**config.mk**
```make
export PLATFORM = sky130hd
export DESIGN_NAME = erc_ctrl
export DESIGN_NICKNAME = d
export VERILOG_FILES = /design/src/erc_pkg.sv /design/src/erc_sync.sv /design/src/erc_cfg_lock.sv /design/src/erc_ctrl.sv
export SDC_FILE = /design/constraint.sdc
export NUM_CORES = 1
export LEC_CHECK = 0
export BUFFER_PORTS_ARGS = -buffer_cell sky130_fd_sc_hd__buf_4
export CORE_ASPECT_RATIO = 0.8
export CORE_UTILIZATION = 28
export DETAILED_ROUTE_END_ITERATION = 8
export PLACE_DENSITY_LB_ADDON = 0.15
export SLEW_MARGIN = 15
export SYNTH_ARGS = -nofsm -noshare
export SYNTH_HDL_FRONTEND = slang
export SYNTH_SLANG_ARGS = --single-unit
```
**constraint.sdc**
```tcl
create_clock -name mclk -period 2.2 [get_ports mclk]
set_input_delay 0.44 -clock mclk [delete_from_list [all_inputs] [get_ports mclk]]
set_output_delay 0.44 -clock mclk [all_outputs]
set_load 0.05 [all_outputs]
```
**src/erc_pkg.sv**
```systemverilog
package erc_pkg;

    // register byte offsets on the wishbone slave
    localparam logic [3:0] OFS_MODE_CTRL  = 4'h0;
    localparam logic [3:0] OFS_HARDWARE_CONTROL    = 4'h4;
    localparam logic [3:0] OFS_SUP_STAT   = 4'h8;
    localparam logic [3:0] OFS_CMD        = 4'hc;

    // mode control fields
    localparam int MC_STANDALONE = 0;
    localparam int MC_VSEL       = 1;
    localparam int MC_UV_OVR     = 2;
    localparam int MC_STP_KEEP   = 3;
    localparam int MC_REG_ON     = 4;
    // hardware control fields
    localparam int HC_LOAD_SHARE = 0;
    // status fields
    localparam int ST_ON         = 0;
    localparam int ST_HP         = 1;
    localparam int ST_LP         = 2;
    localparam int ST_OC         = 3;
    localparam int ST_UV         = 4;
    localparam int ST_SPI_FAIL   = 5;
    localparam int ST_CFG_SA     = 6;
    localparam int ST_CFG_LS     = 7;
    localparam int ST_VOLT_33    = 8;
    // command fields (write 1)
    localparam int CMD_CLR_OC    = 0;
    localparam int CMD_CLR_FAIL  = 1;
    localparam int CMD_SOFT_RST  = 2;

    localparam logic [31:0] RST_MODE_CTRL = 32'h0000_0000;

    typedef enum logic [2:0] {
        ERC_MODE_INIT,
        ERC_MODE_NORMAL,
        ERC_MODE_STOP,
        ERC_MODE_SLEEP,
        ERC_MODE_RESTART,
        ERC_MODE_FAILSAFE
    } erc_mode_t;

    typedef enum logic [1:0] {
        ERC_CFG_NONE,
        ERC_CFG_STANDALONE,
        ERC_CFG_SHARE
    } erc_cfg_t;

    // analog sense inputs, all asynchronous
    typedef struct packed {
        logic batt_uv;
        logic base_peak_rise;
        logic base_peak_fall;
        logic shunt_oc;
        logic main_ramp_ok;
    } erc_sense_t;

    // drive to the analog regulator
    typedef struct packed {
        logic reg_on;
        logic hp_stage;
        logic lp_stage;
        logic volt_33;
    } erc_drive_t;

endpackage

```
**src/erc_sync.sv**
```systemverilog
`timescale 1ns/100ps
// two-stage synchroniser for a bundle of asynchronous levels
module erc_sync #(
    parameter int WIDTH = 5
) (
    // clock and reset
    input  wire logic             mclk,
    input  wire logic             rst_n,
    // levels
    input  wire logic [WIDTH-1:0] async_in,
    output logic      [WIDTH-1:0] sync_out
);

    logic [WIDTH-1:0] meta;

    always_ff @(posedge mclk) begin
        if (!rst_n) begin
            meta     <= '0;
            sync_out <= '0;
        end else begin
            meta     <= async_in;
            sync_out <= meta;
        end
    end

endmodule

```
**src/erc_cfg_lock.sv**
```systemverilog
`timescale 1ns/100ps
// one-time configuration latch, cleared only by power-on reset
module erc_cfg_lock (
    // clock and power-on reset
    input  wire logic              mclk,
    input  wire logic              por_n,
    // requests from the register writes
    input  wire logic              req_standalone,
    input  wire logic              req_share,
    // locked result and refusal pulses
    output erc_pkg::erc_cfg_t      cfg,
    output logic                   change_refused
);

    wire first_sa   = (cfg == erc_pkg::ERC_CFG_NONE) && req_standalone && !req_share;
    wire first_ls   = (cfg == erc_pkg::ERC_CFG_NONE) && req_share;
    // a differing request after share is locked is a refused change
    wire ls_changed = (cfg == erc_pkg::ERC_CFG_SHARE) && (req_standalone || !req_share);
    wire sa_changed = (cfg == erc_pkg::ERC_CFG_STANDALONE) && (req_share || !req_standalone);

    always_ff @(posedge mclk) begin
        if (!por_n) begin
            cfg            <= erc_pkg::ERC_CFG_NONE;
            change_refused <= 1'b0;
        end else begin
            if (first_ls) begin
                cfg <= erc_pkg::ERC_CFG_SHARE;                  // [RULE2] [RULE3]
            end else if (first_sa) begin
                cfg <= erc_pkg::ERC_CFG_STANDALONE;             // [RULE1] [RULE3]
            end
            change_refused <= ls_changed;                       // [RULE18]
        end
    end

    a_lock_holds: assert property (@(posedge mclk) disable iff (!por_n)
        $past(cfg) != erc_pkg::ERC_CFG_NONE |-> cfg == $past(cfg))   // [RULE3]
        else $error("locked configuration changed");

    a_sa_no_fail: assert property (@(posedge mclk) disable iff (!por_n)
        cfg == erc_pkg::ERC_CFG_STANDALONE && sa_changed |=> !change_refused)
        else $error("refusal flagged in stand-alone role");

endmodule

```
**src/erc_ctrl.sv**
```systemverilog
`timescale 1ns/100ps
// Function
// RULE1 - stand-alone bit in normal mode selects independent
// RULE2 - load-share bit selects load-sharing role
// RULE3 - first selection locks the role
// RULE4 - lock survives soft reset, power-on clears
// RULE5 - voltage select 0=5.0V 1=3.3V stand-alone
// RULE6 - battery undervoltage switches regulator off
// RULE7 - regulator returns when battery recovers
// RULE8 - override bit keeps regulator on
// RULE9 - stop mode on only if keep-on and sharing; stand-alone keeps its frozen on/off state in stop
// RULE10 - status register reports regulator condition
// RULE11 - init and fail-safe hold regulator off
// RULE12 - sharing follows main regulator by mode
// RULE13 - stand-alone state frozen outside normal mode
// RULE14 - stop mode: rising peak enables high stage
// RULE15 - stop mode: falling peak disables high stage
// RULE16 - normal mode runs high stage only
// RULE17 - software configures right after power-up
// RULE18 - change after sharing locked sets fail flag
// RULE19 - shunt threshold sets clearable overcurrent flag
// RULE20 - sharing paused in stop, resumes in normal
// RULE21 - locked bits ignore writes, read back lock
module erc_ctrl (
    // clock and resets
    input  wire logic                 mclk,
    input  wire logic                 rst_n,
    // wishbone slave
    input  wire logic                 wb_cyc_i,
    input  wire logic                 wb_stb_i,
    input  wire logic                 wb_we_i,
    input  wire logic [3:0]           wb_adr_i,
    input  wire logic [3:0]           wb_sel_i,
    input  wire logic [31:0]          wb_dat_i,
    output logic      [31:0]          wb_dat_o,
    output logic                      wb_ack_o,
    output logic                      wb_err_o,
    // chip operating mode from the state machine
    input  wire erc_pkg::erc_mode_t   chip_mode,
    // analog sense levels
    input  wire erc_pkg::erc_sense_t  sense_async,
    // regulator drive
    output erc_pkg::erc_drive_t       drive
);

    ////////////////////////////////////////////////////////////////////////
    // soft reset: control, flag and drive registers; not the configuration lock, synchroniser or bus registers

    logic soft_rst;
    wire  ctl_rst_n = rst_n && !soft_rst;                                   // [RULE4]

    ////////////////////////////////////////////////////////////////////////
    // sense synchronisation

    erc_pkg::erc_sense_t sense;

    erc_sync #(
        .WIDTH ($bits(erc_pkg::erc_sense_t))
    ) u_sync (
        .mclk     (mclk),
        .rst_n    (rst_n),
        .async_in (sense_async),
        .sync_out (sense)
    );

    ////////////////////////////////////////////////////////////////////////
    // bus decode

    wire req       = wb_cyc_i && wb_stb_i && !wb_ack_o && !wb_err_o;
    wire hit_mc    = wb_adr_i == erc_pkg::OFS_MODE_CTRL;
    wire hit_hc    = wb_adr_i == erc_pkg::OFS_HARDWARE_CONTROL;
    wire hit_st    = wb_adr_i == erc_pkg::OFS_SUP_STAT;
    wire hit_cmd   = wb_adr_i == erc_pkg::OFS_CMD;
    wire mapped    = hit_mc || hit_hc || hit_st || hit_cmd;
    // writes commit at the edge where the master still holds the request and sees ack
    wire wr        = wb_cyc_i && wb_stb_i && wb_ack_o && wb_we_i && wb_sel_i[0] && mapped;
    wire wr_mc     = wr && hit_mc;
    wire wr_hc     = wr && hit_hc;
    wire wr_cmd    = wr && hit_cmd;

    logic [7:0] mode_ctrl;
    logic       ls_bit;
    logic       oc_flag;
    logic       fail_flag;
    logic       reg_on_frozen;
    logic       hp_stop;

    erc_pkg::erc_cfg_t cfg;
    logic              refused;

    wire cfg_sa = cfg == erc_pkg::ERC_CFG_STANDALONE;
    wire cfg_ls = cfg == erc_pkg::ERC_CFG_SHARE;

    wire is_init   = chip_mode == erc_pkg::ERC_MODE_INIT;
    wire is_normal = chip_mode == erc_pkg::ERC_MODE_NORMAL;
    wire is_stop   = chip_mode == erc_pkg::ERC_MODE_STOP;
    wire is_sleep  = chip_mode == erc_pkg::ERC_MODE_SLEEP;
    wire is_rst_md = chip_mode == erc_pkg::ERC_MODE_RESTART;
    wire is_fs     = chip_mode == erc_pkg::ERC_MODE_FAILSAFE;

    // stand-alone request only counts in normal mode
    wire sa_req    = wr_mc && is_normal && wb_dat_i[erc_pkg::MC_STANDALONE];    // [RULE1]
    wire ls_req    = wr_hc && wb_dat_i[erc_pkg::HC_LOAD_SHARE];                 // [RULE2]
    wire cfg_wr_mc = wr_mc && is_normal;

    // without a write the lock sees its own state, so no change is flagged
    erc_cfg_lock u_lock (
        .mclk           (mclk),
        .por_n          (rst_n),
        .req_standalone (cfg_wr_mc ? sa_req : cfg_sa),
        .req_share      (wr_hc ? ls_req : cfg_ls),
        .cfg            (cfg),
        .change_refused (refused)
    );

    ////////////////////////////////////////////////////////////////////////
    // control registers

    always_ff @(posedge mclk) begin
        if (!ctl_rst_n) begin
            mode_ctrl <= erc_pkg::RST_MODE_CTRL[7:0];
            ls_bit    <= 1'b0;
        end else begin
            if (wr_mc && is_normal) begin
                mode_ctrl <= wb_dat_i[7:0];
            end
            if (wr_hc && cfg == erc_pkg::ERC_CFG_NONE) begin
                ls_bit <= wb_dat_i[erc_pkg::HC_LOAD_SHARE];
            end
        end
    end

    wire uv_ovr   = mode_ctrl[erc_pkg::MC_UV_OVR];
    wire stp_keep = mode_ctrl[erc_pkg::MC_STP_KEEP];
    wire sw_on    = mode_ctrl[erc_pkg::MC_REG_ON];

    ////////////////////////////////////////////////////////////////////////
    // on/off decision per chip mode

    wire uv_off   = sense.batt_uv && !uv_ovr;                               // [RULE6] [RULE7] [RULE8]

    logic mode_on;
    always_comb begin
        mode_on = 1'b0;
        if (cfg_ls) begin
            case (chip_mode)
                erc_pkg::ERC_MODE_NORMAL:  mode_on = 1'b1;                  // [RULE12]
                erc_pkg::ERC_MODE_STOP:    mode_on = stp_keep;              // [RULE9] [RULE20]
                erc_pkg::ERC_MODE_RESTART: mode_on = sense.main_ramp_ok;    // [RULE12]
                default:                   mode_on = 1'b0;                  // [RULE11] [RULE12]
            endcase
        end else if (cfg_sa) begin
            case (chip_mode)
                erc_pkg::ERC_MODE_NORMAL:  mode_on = sw_on;
                erc_pkg::ERC_MODE_STOP,
                erc_pkg::ERC_MODE_SLEEP,
                erc_pkg::ERC_MODE_RESTART: mode_on = reg_on_frozen;         // [RULE13]
                default:                   mode_on = 1'b0;                  // [RULE11]
            endcase
        end
    end

    wire next_on = mode_on && !uv_off;

    ////////////////////////////////////////////////////////////////////////
    // stage selection and flags

    wire next_hp_stop = hp_stop ? !sense.base_peak_fall : sense.base_peak_rise;
    wire oc_set       = cfg_sa && sense.shunt_oc;
    wire oc_clr       = wr_cmd && wb_dat_i[erc_pkg::CMD_CLR_OC] && !sense.shunt_oc;
    wire fail_clr     = wr_cmd && wb_dat_i[erc_pkg::CMD_CLR_FAIL];

    always_ff @(posedge mclk) begin
        if (!ctl_rst_n) begin
            reg_on_frozen <= 1'b0;
            hp_stop       <= 1'b0;
            oc_flag       <= 1'b0;
            fail_flag     <= 1'b0;
        end else begin
            if (is_normal) begin
                reg_on_frozen <= sw_on;                                     // [RULE13]
            end
            hp_stop   <= is_stop && next_hp_stop;                           // [RULE14] [RULE15]
            oc_flag   <= oc_set || (oc_flag && !oc_clr);                    // [RULE19]
            fail_flag <= refused || (fail_flag && !fail_clr);               // [RULE18]
        end
    end

    always_ff @(posedge mclk) begin
        if (!ctl_rst_n) begin
            drive <= '0;
        end else begin
            drive.reg_on   <= next_on;
            drive.hp_stage <= next_on && (is_normal || (is_stop ? next_hp_stop : 1'b1)); // [RULE16]
            drive.lp_stage <= next_on && !is_normal;                        // [RULE16]
            drive.volt_33  <= cfg_sa && mode_ctrl[erc_pkg::MC_VSEL];        // [RULE5]
        end
    end

    ////////////////////////////////////////////////////////////////////////
    // status and read mux

    logic [31:0] status;
    always_comb begin
        status = 32'h0000_0000;
        status[erc_pkg::ST_ON]       = drive.reg_on;                        // [RULE10]
        status[erc_pkg::ST_HP]       = drive.hp_stage;
        status[erc_pkg::ST_LP]       = drive.lp_stage;
        status[erc_pkg::ST_OC]       = oc_flag;
        status[erc_pkg::ST_UV]       = cfg_sa && sense.batt_uv;
        status[erc_pkg::ST_SPI_FAIL] = fail_flag;
        status[erc_pkg::ST_CFG_SA]   = cfg_sa;
        status[erc_pkg::ST_CFG_LS]   = cfg_ls;
        status[erc_pkg::ST_VOLT_33]  = drive.volt_33;
    end

    // configuration bits read back the lock, not the last write
    wire [7:0] mc_rd = {mode_ctrl[7:1], cfg_sa};                            // [RULE21]
    wire [31:0] rd_data = hit_mc ? {24'h00_0000, mc_rd} :
                          hit_hc ? {31'h0000_0000, cfg_ls} :                // [RULE21]
                          hit_st ? status : 32'h0000_0000;

    always_ff @(posedge mclk) begin
        if (!rst_n) begin
            wb_ack_o <= 1'b0;
            wb_err_o <= 1'b0;
            wb_dat_o <= 32'h0000_0000;
            soft_rst <= 1'b0;
        end else begin
            wb_ack_o <= req && mapped;
            wb_err_o <= req && !mapped;
            wb_dat_o <= (req && !wb_we_i) ? rd_data : 32'h0000_0000;
            soft_rst <= wr_cmd && wb_dat_i[erc_pkg::CMD_SOFT_RST];
        end
    end

    ////////////////////////////////////////////////////////////////////////
    // checks

    a_init_fs_off: assert property (@(posedge mclk) disable iff (!ctl_rst_n)
        (is_init || is_fs) |=> !drive.reg_on)                               // [RULE11]
        else $error("regulator on in init or fail-safe");

    a_uv_shutdown: assert property (@(posedge mclk) disable iff (!ctl_rst_n)
        (sense.batt_uv && !uv_ovr) |=> !drive.reg_on)                       // [RULE6]
        else $error("regulator on during undervoltage");

    a_uv_override: assert property (@(posedge mclk) disable iff (!ctl_rst_n)
        (mode_on && uv_ovr) |=> drive.reg_on)                               // [RULE8]
        else $error("override did not keep regulator on");

    a_stop_keep_on: assert property (@(posedge mclk) disable iff (!ctl_rst_n)
        (is_stop && !(stp_keep && cfg_ls) && !cfg_sa) |=> !drive.reg_on)    // [RULE9]
        else $error("regulator on in stop without keep-on");

    a_normal_hp_only: assert property (@(posedge mclk) disable iff (!ctl_rst_n)
        (is_normal && next_on) |=> (drive.hp_stage && !drive.lp_stage))     // [RULE16]
        else $error("normal mode stage selection wrong");

    a_oc_standalone: assert property (@(posedge mclk) disable iff (!ctl_rst_n)
        (!cfg_sa && !oc_flag) |=> !oc_flag)                                 // [RULE19]
        else $error("overcurrent set outside stand-alone");

    a_vsel_ignored: assert property (@(posedge mclk) disable iff (!ctl_rst_n)
        cfg_ls |=> !drive.volt_33)                                          // [RULE5]
        else $error("voltage select honoured in sharing role");

    a_share_fail: assert property (@(posedge mclk) disable iff (!rst_n)
        (cfg_ls && wr_hc && !wb_dat_i[0]) |-> ##2 fail_flag)                // [RULE18]
        else $error("refused change did not set fail flag");

endmodule

```
== Word-level counts from Yosys, hierarchy flattened ==
Index checks and enable logic that the tools add are counted.
Cells by class
  reduce and logical (&&, ||, !) cells: 63
  bitwise operators: 3
  multiplexer cells: 13
  eq/ne operators: 9
Operator list (number)
  logical AND 1 bit: 35
  2-to-1 mux 8 bit: 3
  zero test 1 bit: 13
  equality test 4 bit (second input constant): 2
  logical OR 1 bit: 7
  equality test 3 x 2 -> 1 bit (second input constant): 2
  2-to-1 mux 1 bit: 6
  OR reduction 5 bit: 1
  equality test 4 x 3 -> 1 bit (second input constant): 1
  zero test 4 bit: 1
  2-to-1 mux 2 bit: 2
  OR reduction 4 bit: 1
  equality test 3 x 1 -> 1 bit (second input constant): 1
  equality test 3 bit (second input constant): 1
  inverter 1 bit: 3
  one-hot mux 1 bit (3 select lines): 1
  OR reduction 3 bit: 1
  equality test 2 x 1 -> 1 bit (second input constant): 1
  equality test 2 bit (second input constant): 1
  zero test 2 bit: 1
  one-hot mux 1 bit (2 select lines): 1
  AND reduction 2 bit: 1
  nonzero test 2 bit: 1
  OR reduction 2 bit: 1
Storage, ports and cells
  output and inout port bits: 38
  logic and storage cells: 108
  register bits: 64

== Logic depth before layout (Yosys ltp) ==
Gate-level depths: netlist of the first run.
  depth in word-level cells: 13
  gate-level depth with buffers: 6
  depth with buffers taken out: 4

== By module ==
Synthesis of the first run repeated with hierarchy kept, for this count alone.
Unflattened totals
  cell total of the unflattened synthesis: 169
  area total of the unflattened synthesis: 1666.6 um^2
By module, submodules not included
  erc_ctrl: cells each 138, instances 1, area each 1290.0 um^2
  erc_sync: cells each 20, instances 1, area each 262.8 um^2
  erc_cfg_lock: cells each 11, instances 1, area each 113.9 um^2

== Least setup slack after synthesis of the first run ==
Ideal clock, no wire load.
  path kind: register to register
  start: register wb_ack_o
  end: register mode_ctrl[1]
  arrival time: 1.829 ns
  stages on the path, launching flop included: 6
  required time: 2.085 ns
  setup time: 0.115 ns
  buffers on the path: 1
  setup slack: 0.256 ns
  cells stage by stage: dfxtp_1 > or3b_1 > or4b_4 > buf_6 > nand3_2 > o21ai_2
On the way
  word-level cells in the longest chain between the ends: 6
Ends and longest elaborated chain
  start, declared: RTL line erc_ctrl.sv:36  | output logic wb_ack_o,
  start signal, assigned: RTL line erc_ctrl.sv:230  | wb_ack_o <= req && mapped;
  logical AND 1 bit (4 in a row): RTL line erc_ctrl.sv:76  | wire wr = wb_cyc_i && wb_stb_i && wb_ack_o && wb_we_i && wb_sel_i[0] && mapped;
  logical AND 1 bit: RTL line erc_ctrl.sv:77  | wire wr_mc = wr && hit_mc;
  logical AND 1 bit: RTL line erc_ctrl.sv:124  | if (wr_mc && is_normal) begin
  end signal, assigned: RTL line erc_ctrl.sv:121  | mode_ctrl <= erc_pkg::RST_MODE_CTRL[7:0];
  end signal, assigned: RTL line erc_ctrl.sv:125  | mode_ctrl <= wb_dat_i[7:0];
  end, declared: RTL line erc_ctrl.sv:81  | logic [7:0] mode_ctrl;
Every way passes these cells.
A chain may end at the register's enable or synchronous reset.

== Final worst setup path of the first run ==
  start: register wb_ack_o
  end: register mode_ctrl[3]
The elaborated chain is that of the path after synthesis.

==> flow_metrics.tcl, run 1 <==
set metrics [dict create \
    status "finished, final reports clean" \
    cts.htree.levels 2 \
    cts_tree "yes" \
    fp.dieW_um 89.5 \
    nets 271 \
    layout-drive-gt1-share_pct 30.1 \
    drcViolationCount 0 \
    met3_wirelength_um 207 \
    min_to "u_sync.meta[3]$_SDFF_PN0_" \
    fmaxAchievable_ghz 0.583 \
    cts-resized-gates 0 \
    leakagePower_nw 0.899 \
    initial_core_util_pct 29.0 \
    rsz0062_at_grt "no" \
    syn_avg_cell_area_um2 9.70 \
    cts_sinks 40 \
    cp-start-kind "register" \
    netlist_area_um2 1720 \
    io_pins 91 \
    worstHoldStart "sense_async[3]" \
    dpl.hpwl_mm 2.54 \
    hold_violations 0 \
    drtIter0Drc 40 \
    end_kind "register" \
    final_common_cell "buf_4" \
    cp_data_arrival_time_ns 1.89 \
    place.gp.congestion 0.677 \
    cts_hold_buf 0 \
    r2r_end "mode_ctrl[3]$_SDFFE_PN0P_" \
    slew_viol_final 0 \
    dieArea_um2 6450 \
    vias_per_cell 4.05 \
    yosys_warnings 0 \
    final_cell_mix "43 x buf_4, 40 x dfxtp_1, 23 x conb_1" \
    tns_ns 0 \
    die_h_um 72.0 \
    grt_usage_pct 11.9 \
    reg2reg_slack_ns 0.49 \
    drt-wirelength-per-cell_um 11.4 \
    r2r_start "wb_ack_o$_SDFF_PN0_" \
    cts_root_buf "clkbuf_8" \
    critPathMaxFanout 14 \
    portBuffers 40 \
    ys_seq_area_share_pct 46.6 \
    critPathRequiredTime_ns 2.38 \
    yosysUniqueCellTypes 41 \
    fin_skew_ns 0.00959 \
    rows 25 \
    overflow 0 \
    worst_pin_slew_ns 0.569 \
    cts_setup_buffers 0 \
    num_vias 1214 \
    clkSlewWorstSetupHoldPaths_ns 0.08 \
    yosysTopAreaCell "dfxtp_1" \
    dr.pass1.iters 4 \
    synth-seq-cells 40 \
    synth_top_area_share_pct 46.6 \
    final_antenna_net_count 0 \
    grt_first_pass_wirelength_mm 5.70 \
    route.layer.met1.wl_mm 1.74 \
    core_area_um2 5910 \
    relSlewSlack_pct 62.0 \
    cap_violations 0 \
    wirelength_mm 3.41 \
    hp-class "input port to register" \
    period_needed_ns 1.71 \
    top_layer_used "met4" \
    fin_crit_sh_pct 77.9 \
    grt_max_degree 17 \
    grt_pass1_vias 1112 \
    final_core_util_pct 35.8 \
    setup_viol 0 \
    antenna_found_initial 0 \
    clk_path_buf_depth 2 \
    wl_met2_mm 1.44 \
    hold_depth 2 \
    peakVddDrop_mv 0.337 \
    n_antenna_cell 0 \
    reg2reg_depth 4 \
    syn2layout_area_growth_pct 23.3 \
    pre_cts_ws_ns 0.292 \
    cts_buffers 5 \
    clk_latency_ns 0.29 \
    worstSetupPathType "register to register" \
    powerDensity_nw_per_um2 710 \
    synthCells 177 \
    synthTopCellsByArea "dfxtp_1 47%, buf_4 10%, mux2i_1 4.7%, and2_1 3.6%, o21ai_2 3.6%" \
    setup_ws_ns 0.486 \
]
==> flip-flops by register name, indices dropped and copies added, names as in the netlist <==
register / cells
wb_ack_o: 1
hp_stop: 1
mode_ctrl: 7
reg_on_frozen: 1
drive: 4
oc_flag: 1
wb_err_o: 1
u_sync.meta: 5
u_lock.cfg: 2
soft_rst: 1
u_sync.sync_out: 5
fail_flag: 1
wb_dat_o: 9
u_lock.change_refused: 1
==> cells by family after synthesis <==
family,Yosys count,share of synthesized area (%)
simple gates,75,25.7
compound gates,19,9.04
mux,9,5.32
buf+inv,33,13.1
other cells,1,0.218
flops,40,46.6
==> Yosys cell counts <==
cell type / n
a21oi_1: 2
clkbuf_1: 4
inv_1: 2
o221a_2: 1
and2_1: 10
a211o_1: 1
or3b_1: 1
nand4_1: 2
nor4b_1: 1
nor2b_1: 9
buf_4: 23
a221o_1: 1
o21ai_2: 7
a31oi_1: 1
nor4b_2: 1
or4b_4: 1
a41oi_1: 1
nand2b_1: 2
nand4b_1: 1
nor3b_1: 2
nor2_1: 15
a22oi_1: 1
nand3_1: 6
conb_1: 1
nand3_2: 3
nand2_1: 10
and3_1: 2
or3_1: 1
buf_6: 2
or4_1: 1
dfxtp_1: 40
or2_2: 1
nor3_1: 4
o311a_1: 1
nor4bb_1: 2
o21ai_0: 1
buf_1: 2
mux2_2: 1
a2bb2oi_1: 1
a21o_1: 1
mux2i_1: 8
==> how the worst max path moves through the flow <==
stage                     cells after the start  slack [ns]                   endpoint                 from
after floorplan                               5        0.26  mode_ctrl[1]$_SDFFE_PN0P_  wb_ack_o$_SDFF_PN0_
after global placement                        5        0.29  mode_ctrl[3]$_SDFFE_PN0P_          wb_adr_i[2]
after detailed placement                      5        0.29  mode_ctrl[3]$_SDFFE_PN0P_          wb_adr_i[2]
after CTS                                     4        0.49  mode_ctrl[3]$_SDFFE_PN0P_  wb_ack_o$_SDFF_PN0_
after global routing                          4        0.44  mode_ctrl[3]$_SDFFE_PN0P_  wb_ack_o$_SDFF_PN0_
final                                         4        0.49  mode_ctrl[3]$_SDFFE_PN0P_  wb_ack_o$_SDFF_PN0_
==> critical path: stages, from the launching register on <==
cell,delay (ns)
dfxtp_1,0.38
or3b_1,0.38
or4b_4,0.64
nand3_1,0.15
o21ai_2,0.05
==> layout make-up <==
cell class                 instances  area, um^2
sequential                        40         801
clock buffer                       5        68.8
tap                               81         101
inverter                           2        7.51
fill                             616        3790
clock inverter                     3        42.5
timing repair buffer              43         323
multi-input combinational        126         773
==> through the flow <==
stage / std cells / cell area [um^2] / hold slack [ns] / total power, W
finish: 300 / 2120 / 0.360 / 0.00150
global route: 300 / 2120 / 0.351 / 0.00158
CTS: 300 / 2120 / 0.348 / 0.00153
detailed placement: 292 / 2010 / 0.417 / 0.000938
global placement: 292 / 2010 / 0.416 / 0.000939
floorplan: 199 / 1800 / 0.412 / 0.000917
==> where the power goes <==
| group | internal [W] | switching (W) | total, W |
|---|---|---|---|
| Clock | 0.000336 | 0.000248 | 0.000583 |
| Sequential | 0.000733 | 0.00000283 | 0.000736 |
| Combinational | 0.0000526 | 0.000133 | 0.000185 |
| Total | 0.00112 | 0.000383 | 0.00150 |
==> routing by layer <==
layer / track usage [%] / vias to the layer above
met5: 0 / -
met4: 4.23 / 0
met2: 16.6 / 30
li1: - / 638
met3: 4.21 / 2
met1: 16.9 / 544
Note: power is estimated with default switching activity, not from simulation.
==> run 2: changes to the inputs <==
==> constraint.sdc (replaced) <==
create_clock -name mclk -period 1.7 [get_ports mclk]
set_input_delay 0.34 -clock mclk [delete_from_list [all_inputs] [get_ports mclk]]
set_output_delay 0.34 -clock mclk [all_outputs]
set_load 0.05 [all_outputs]
==> run 2 against run 1 <==
Worst hold slack worse by 0.099 ns. Die area unchanged. Highest routed layer unchanged. Setup slack worse by 0.45 ns. Critical endpoint unchanged. Sequential power up 29%. Utilization up 1.6 points.
==> flow_metrics.tcl, run 2 (synthesis gave the netlist of run 1 again) <==
set metrics [dict create \
    final_common_cell "buf_4" \
    final_antenna_net_count 0 \
    cts_hold_buf 0 \
    dieArea_um2 6450 \
    slew_viol_final 0 \
    n_antenna_cell 0 \
    cp-start-kind "register" \
    cts.htree.levels 2 \
    status "finished, final reports clean" \
    largest-register "wb_dat_o" \
    cts_buffers 5 \
    io_pins 91 \
    end_kind "register" \
    cts_setup_buffers 0 \
    core_area_um2 5910 \
    hold_ws_ns 0.261 \
    fmaxAchievable_ghz 0.600 \
    cap_violations 0 \
    drt-wirelength-per-cell_um 11.9 \
    overflow 0 \
    peakVddDrop_mv 0.360 \
    rsz0062_at_grt "yes" \
    largestRegisters "wb_dat_o (9), mode_ctrl (7)" \
    grt_first_pass_wirelength_mm 5.64 \
    critPathMaxFanout 7 \
    setup_viol 0 \
    fin_crit_sh_pct 98.1 \
    nets 283 \
    leakagePower_nw 0.951 \
    clk_latency_ns 0.29 \
    cp_data_arrival_time_ns 1.86 \
    grt_pass1_vias 1120 \
    portBuffers 40 \
    vias_per_cell 4.10 \
    power.total_w 0.00187 \
    num_vias 1280 \
    dpl.hpwl_mm 2.69 \
    rows 25 \
    drtIter0Drc 71 \
    period_needed_ns 1.67 \
    clkSlewWorstSetupHoldPaths_ns 0.08 \
    grt_usage_pct 11.8 \
    largest_reg_flops 9 \
    layout-drive-gt1-share_pct 35.1 \
    dr.pass1.iters 4 \
    final_cell_mix "54 x buf_4, 39 x dfxtp_1, 23 x conb_1" \
    pre_cts_ws_ns -0.134 \
    clk_path_buf_depth 2 \
    cts_tree "yes" \
    hold_violations 0 \
    antenna_found_initial 0 \
    initial_core_util_pct 29.0 \
    grt_max_degree 16 \
    drcViolationCount 0 \
    powerDensity_nw_per_um2 845 \
    setup_ws_ns 0.0326 \
    tns_ns 0 \
    cts_sinks 40 \
    worstSetupPathType "register to register" \
    hp-class "input port to register" \
    wirelength_mm 3.71 \
    cts-resized-gates 0 \
    critPathRequiredTime_ns 1.89 \
    cts_root_buf "clkbuf_8" \
    syn2layout_area_growth_pct 28.7 \
    fin_skew_ns 0.0102 \
    die_h_um 72.0 \
    fp.dieW_um 89.5 \
    place.gp.congestion 0.707 \
]
==> run 2: critical path: stages (launching register included) <==
cell     delay, ns
dfxtp_4       0.35
or3b_4        0.40
or4b_4        0.63
nand3_1       0.14
o21ai_2       0.05
==> run 2: final cells by class <==
cell class                 count  area [um^2]
clock inverter                 2         13.8
timing repair buffer          54          405
multi-input combinational    127          795
tap                           81          101
clock buffer                   6         82.6
fill                         622         3700
inverter                       2         7.51
sequential                    40          805
==> run 2: per-stage QoR <==
stage,util [%],instances,instance area (um^2)
floorplan,-,199,1800
global placement,35.4,303,2090
detailed placement,35.4,303,2090
CTS,37.0,311,2190
global route,37.4,312,2210
finish,37.4,312,2210
==> run 2: worst paths after layout <==
check                       startpoint                            end  slack, ns  depth (start not counted)
max                wb_ack_o$_SDFF_PN0_      mode_ctrl[3]$_SDFFE_PN0P_       0.03                          4
min reg2reg  u_sync.meta[1]$_SDFF_PN0_  u_sync.sync_out[1]$_SDFF_PN0_       0.43                          1
max reg2reg        wb_ack_o$_SDFF_PN0_      mode_ctrl[3]$_SDFFE_PN0P_       0.03                          4
min                     sense_async[1]      u_sync.meta[1]$_SDFF_PN0_       0.26                          2
==> run 2: per-layer routing <==
| layer | up-vias | GRT usage [%] | wire length (um) |
|---|---|---|---|
| li1 | 664 | - | - |
| met1 | 583 | 17.3 | 1880 |
| met2 | 31 | 16.0 | 1630 |
| met3 | 2 | 3.64 | 173 |
| met4 | 0 | 4.23 | 29 |
| met5 | - | 0 | 0 |
==> run 2: where the power goes <==
group          internal [W]  switching, W  total, W
Sequential         0.000947    0.00000432  0.000952
Clock              0.000330      0.000331  0.000661
Combinational     0.0000793      0.000176  0.000256
==> run 3: changes to the inputs <==
--- a/config.mk
+++ b/config.mk
@@ -7,10 +7,10 @@
 export LEC_CHECK = 0
 export BUFFER_PORTS_ARGS = -buffer_cell sky130_fd_sc_hd__buf_4
 export CORE_ASPECT_RATIO = 0.8
-export CORE_UTILIZATION = 28
+export CORE_UTILIZATION = 30
 export DETAILED_ROUTE_END_ITERATION = 8
 export PLACE_DENSITY_LB_ADDON = 0.15
-export SLEW_MARGIN = 15
+export SLEW_MARGIN = 20
 export SYNTH_ARGS = -nofsm -noshare
 export SYNTH_HDL_FRONTEND = slang
 export SYNTH_SLANG_ARGS = --single-unit
==> run 3 against run 2 <==
Clock skew up 0.0025 ns. Setup slack better by 0.020 ns. Cell area down 0.17%. Register-to-register slack better by 0.02 ns. Total power up 6.0%. Via count about the same. Critical endpoint is now mode_ctrl[4]$_SDFFE_PN0P_.
==> flow_metrics.tcl, run 3 (synthesis gave the netlist of run 1 again) <==
set metrics [dict create \
    layout-drive-gt1-share_pct 33.9 \
    initial_core_util_pct 31.2 \
    grt_usage_pct 12.5 \
    fp.dieW_um 86.6 \
    fin_skew_ns 0.0126 \
    critPathMaxFanout 7 \
    cp-start-kind "register" \
    grt_pass1_vias 1141 \
    powerDensity_nw_per_um2 898 \
    peakVddDrop_mv 0.391 \
    ff_latch_area_um2 805 \
    leakagePower_nw 0.950 \
    wl_met2_mm 1.49 \
    place.gp.congestion 0.765 \
    drt-wirelength-per-cell_um 12.1 \
    vias_per_cell 4.16 \
    nets 282 \
    overflow 0 \
    cts_buffers 5 \
    die_h_um 69.7 \
    drcViolationCount 0 \
    cts_root_buf "clkbuf_8" \
    worstSetupPathType "register to register" \
    largest-register "wb_dat_o" \
    antenna_found_initial 0 \
    drtIter0Drc 23 \
    met3_wirelength_um 269 \
    nFillCells 590 \
    grt_max_degree 16 \
    power.total_w 0.00198 \
    cap_violations 0 \
    hold_ws_ns 0.251 \
    final_antenna_net_count 0 \
    final_common_cell "buf_4" \
    rsz0062_at_grt "no" \
    dpl.hpwl_mm 2.65 \
    dieArea_um2 6030 \
    core_area_um2 5500 \
    wirelength_mm 3.74 \
    hold_violations 0 \
    num_vias 1281 \
    final_core_util_pct 40.1 \
    final_cell_mix "53 x buf_4, 39 x dfxtp_1, 23 x conb_1" \
    fmaxAchievable_ghz 0.607 \
    fin_crit_sh_pct 96.9 \
    path_cells "or3b_1, or4b_4, nand3_1, o21ai_2" \
    n_antenna_cell 0 \
    path_delay_family "simple AND/OR/NAND/NOR gates" \
    io_pins 91 \
    rows 24 \
    cts_sinks 40 \
    dp_cells 299 \
    grt_first_pass_wirelength_mm 5.53 \
    clk_latency_ns 0.30 \
    cpMaxStageDelayCell "or4b_4" \
    max_stage_delay_ns 0.59 \
    fin_cells 308 \
    hp-class "input port to register" \
    period_needed_ns 1.65 \
    route.layer.met1.wl_mm 1.94 \
    largestRegisters "wb_dat_o (9), mode_ctrl (7)" \
    multi_input_area_um2 787 \
    dr.pass1.iters 4 \
    largest_reg_flops 9 \
    clk_path_buf_depth 2 \
    setup_viol 0 \
    cts.htree.levels 2 \
    top_layer_used "met4" \
    end_kind "register" \
    cp_data_arrival_time_ns 1.84 \
    clkSlewWorstSetupHoldPaths_ns 0.09 \
    portBuffers 40 \
    cts_hold_buf 0 \
    status "finished, final reports clean" \
    critPathRequiredTime_ns 1.89 \
    reg2reg_slack_ns 0.05 \
    syn2layout_area_growth_pct 28.5 \
    cts_tree "yes" \
    path_buf_inv 0 \
    slew_viol_final 0 \
]
-- run 3: repair_timing --
action	4_1_cts	5_1_grt
gates resized for setup	0	1
endpoints found under the setup margin	0	6
setup buffers	0	0
-- run 3: final timing paths --
check / startpoint / endpoint / cells past startpoint
hold reg to reg: u_sync.meta[4]$_SDFF_PN0_ / u_sync.sync_out[4]$_SDFF_PN0_ / 1
hold / removal: sense_async[0] / u_sync.meta[0]$_SDFF_PN0_ / 2
setup / recovery: wb_ack_o$_SDFF_PN0_ / mode_ctrl[4]$_SDFFE_PN0P_ / 4
setup reg to reg: wb_ack_o$_SDFF_PN0_ / mode_ctrl[4]$_SDFFE_PN0P_ / 4
-- run 3: cell type report --
cell class	count	area share (%)
well taps	78	4.42
clock inverters	3	1.93
multi-input cells	127	35.7
inverters	2	0.340
clock buffers	5	3.12
flip-flops and latches	40	36.5
repair buffers	53	18.0
-- run 3: stage by stage --
stage / TNS [ns] / worst slack (ns) / cell area (um^2)
global placement: -0.698 / -0.111 / 2080
global route: 0 / 0.00558 / 2210
CTS: 0 / 0.0259 / 2190
detailed placement: -0.750 / -0.119 / 2080
floorplan: -0.0415 / -0.0138 / 1800
finish: 0 / 0.0527 / 2210
-- run 3: report_power, final --
part / internal, W / switching [W] / leakage (nW)
clock: 0.000434 / 0.000342 / 0.0541
sequential: 0.000947 / 0.00000381 / 0.325
combinational: 0.0000781 / 0.000175 / 0.571
-- run 3: metal layers --
metal | vias up | global-route usage, %
li1 | 661 | -
met1 | 573 | 17.3
met2 | 43 | 16.9
met3 | 4 | 4.52
met4 | 0 | 6.11
met5 | - | 0
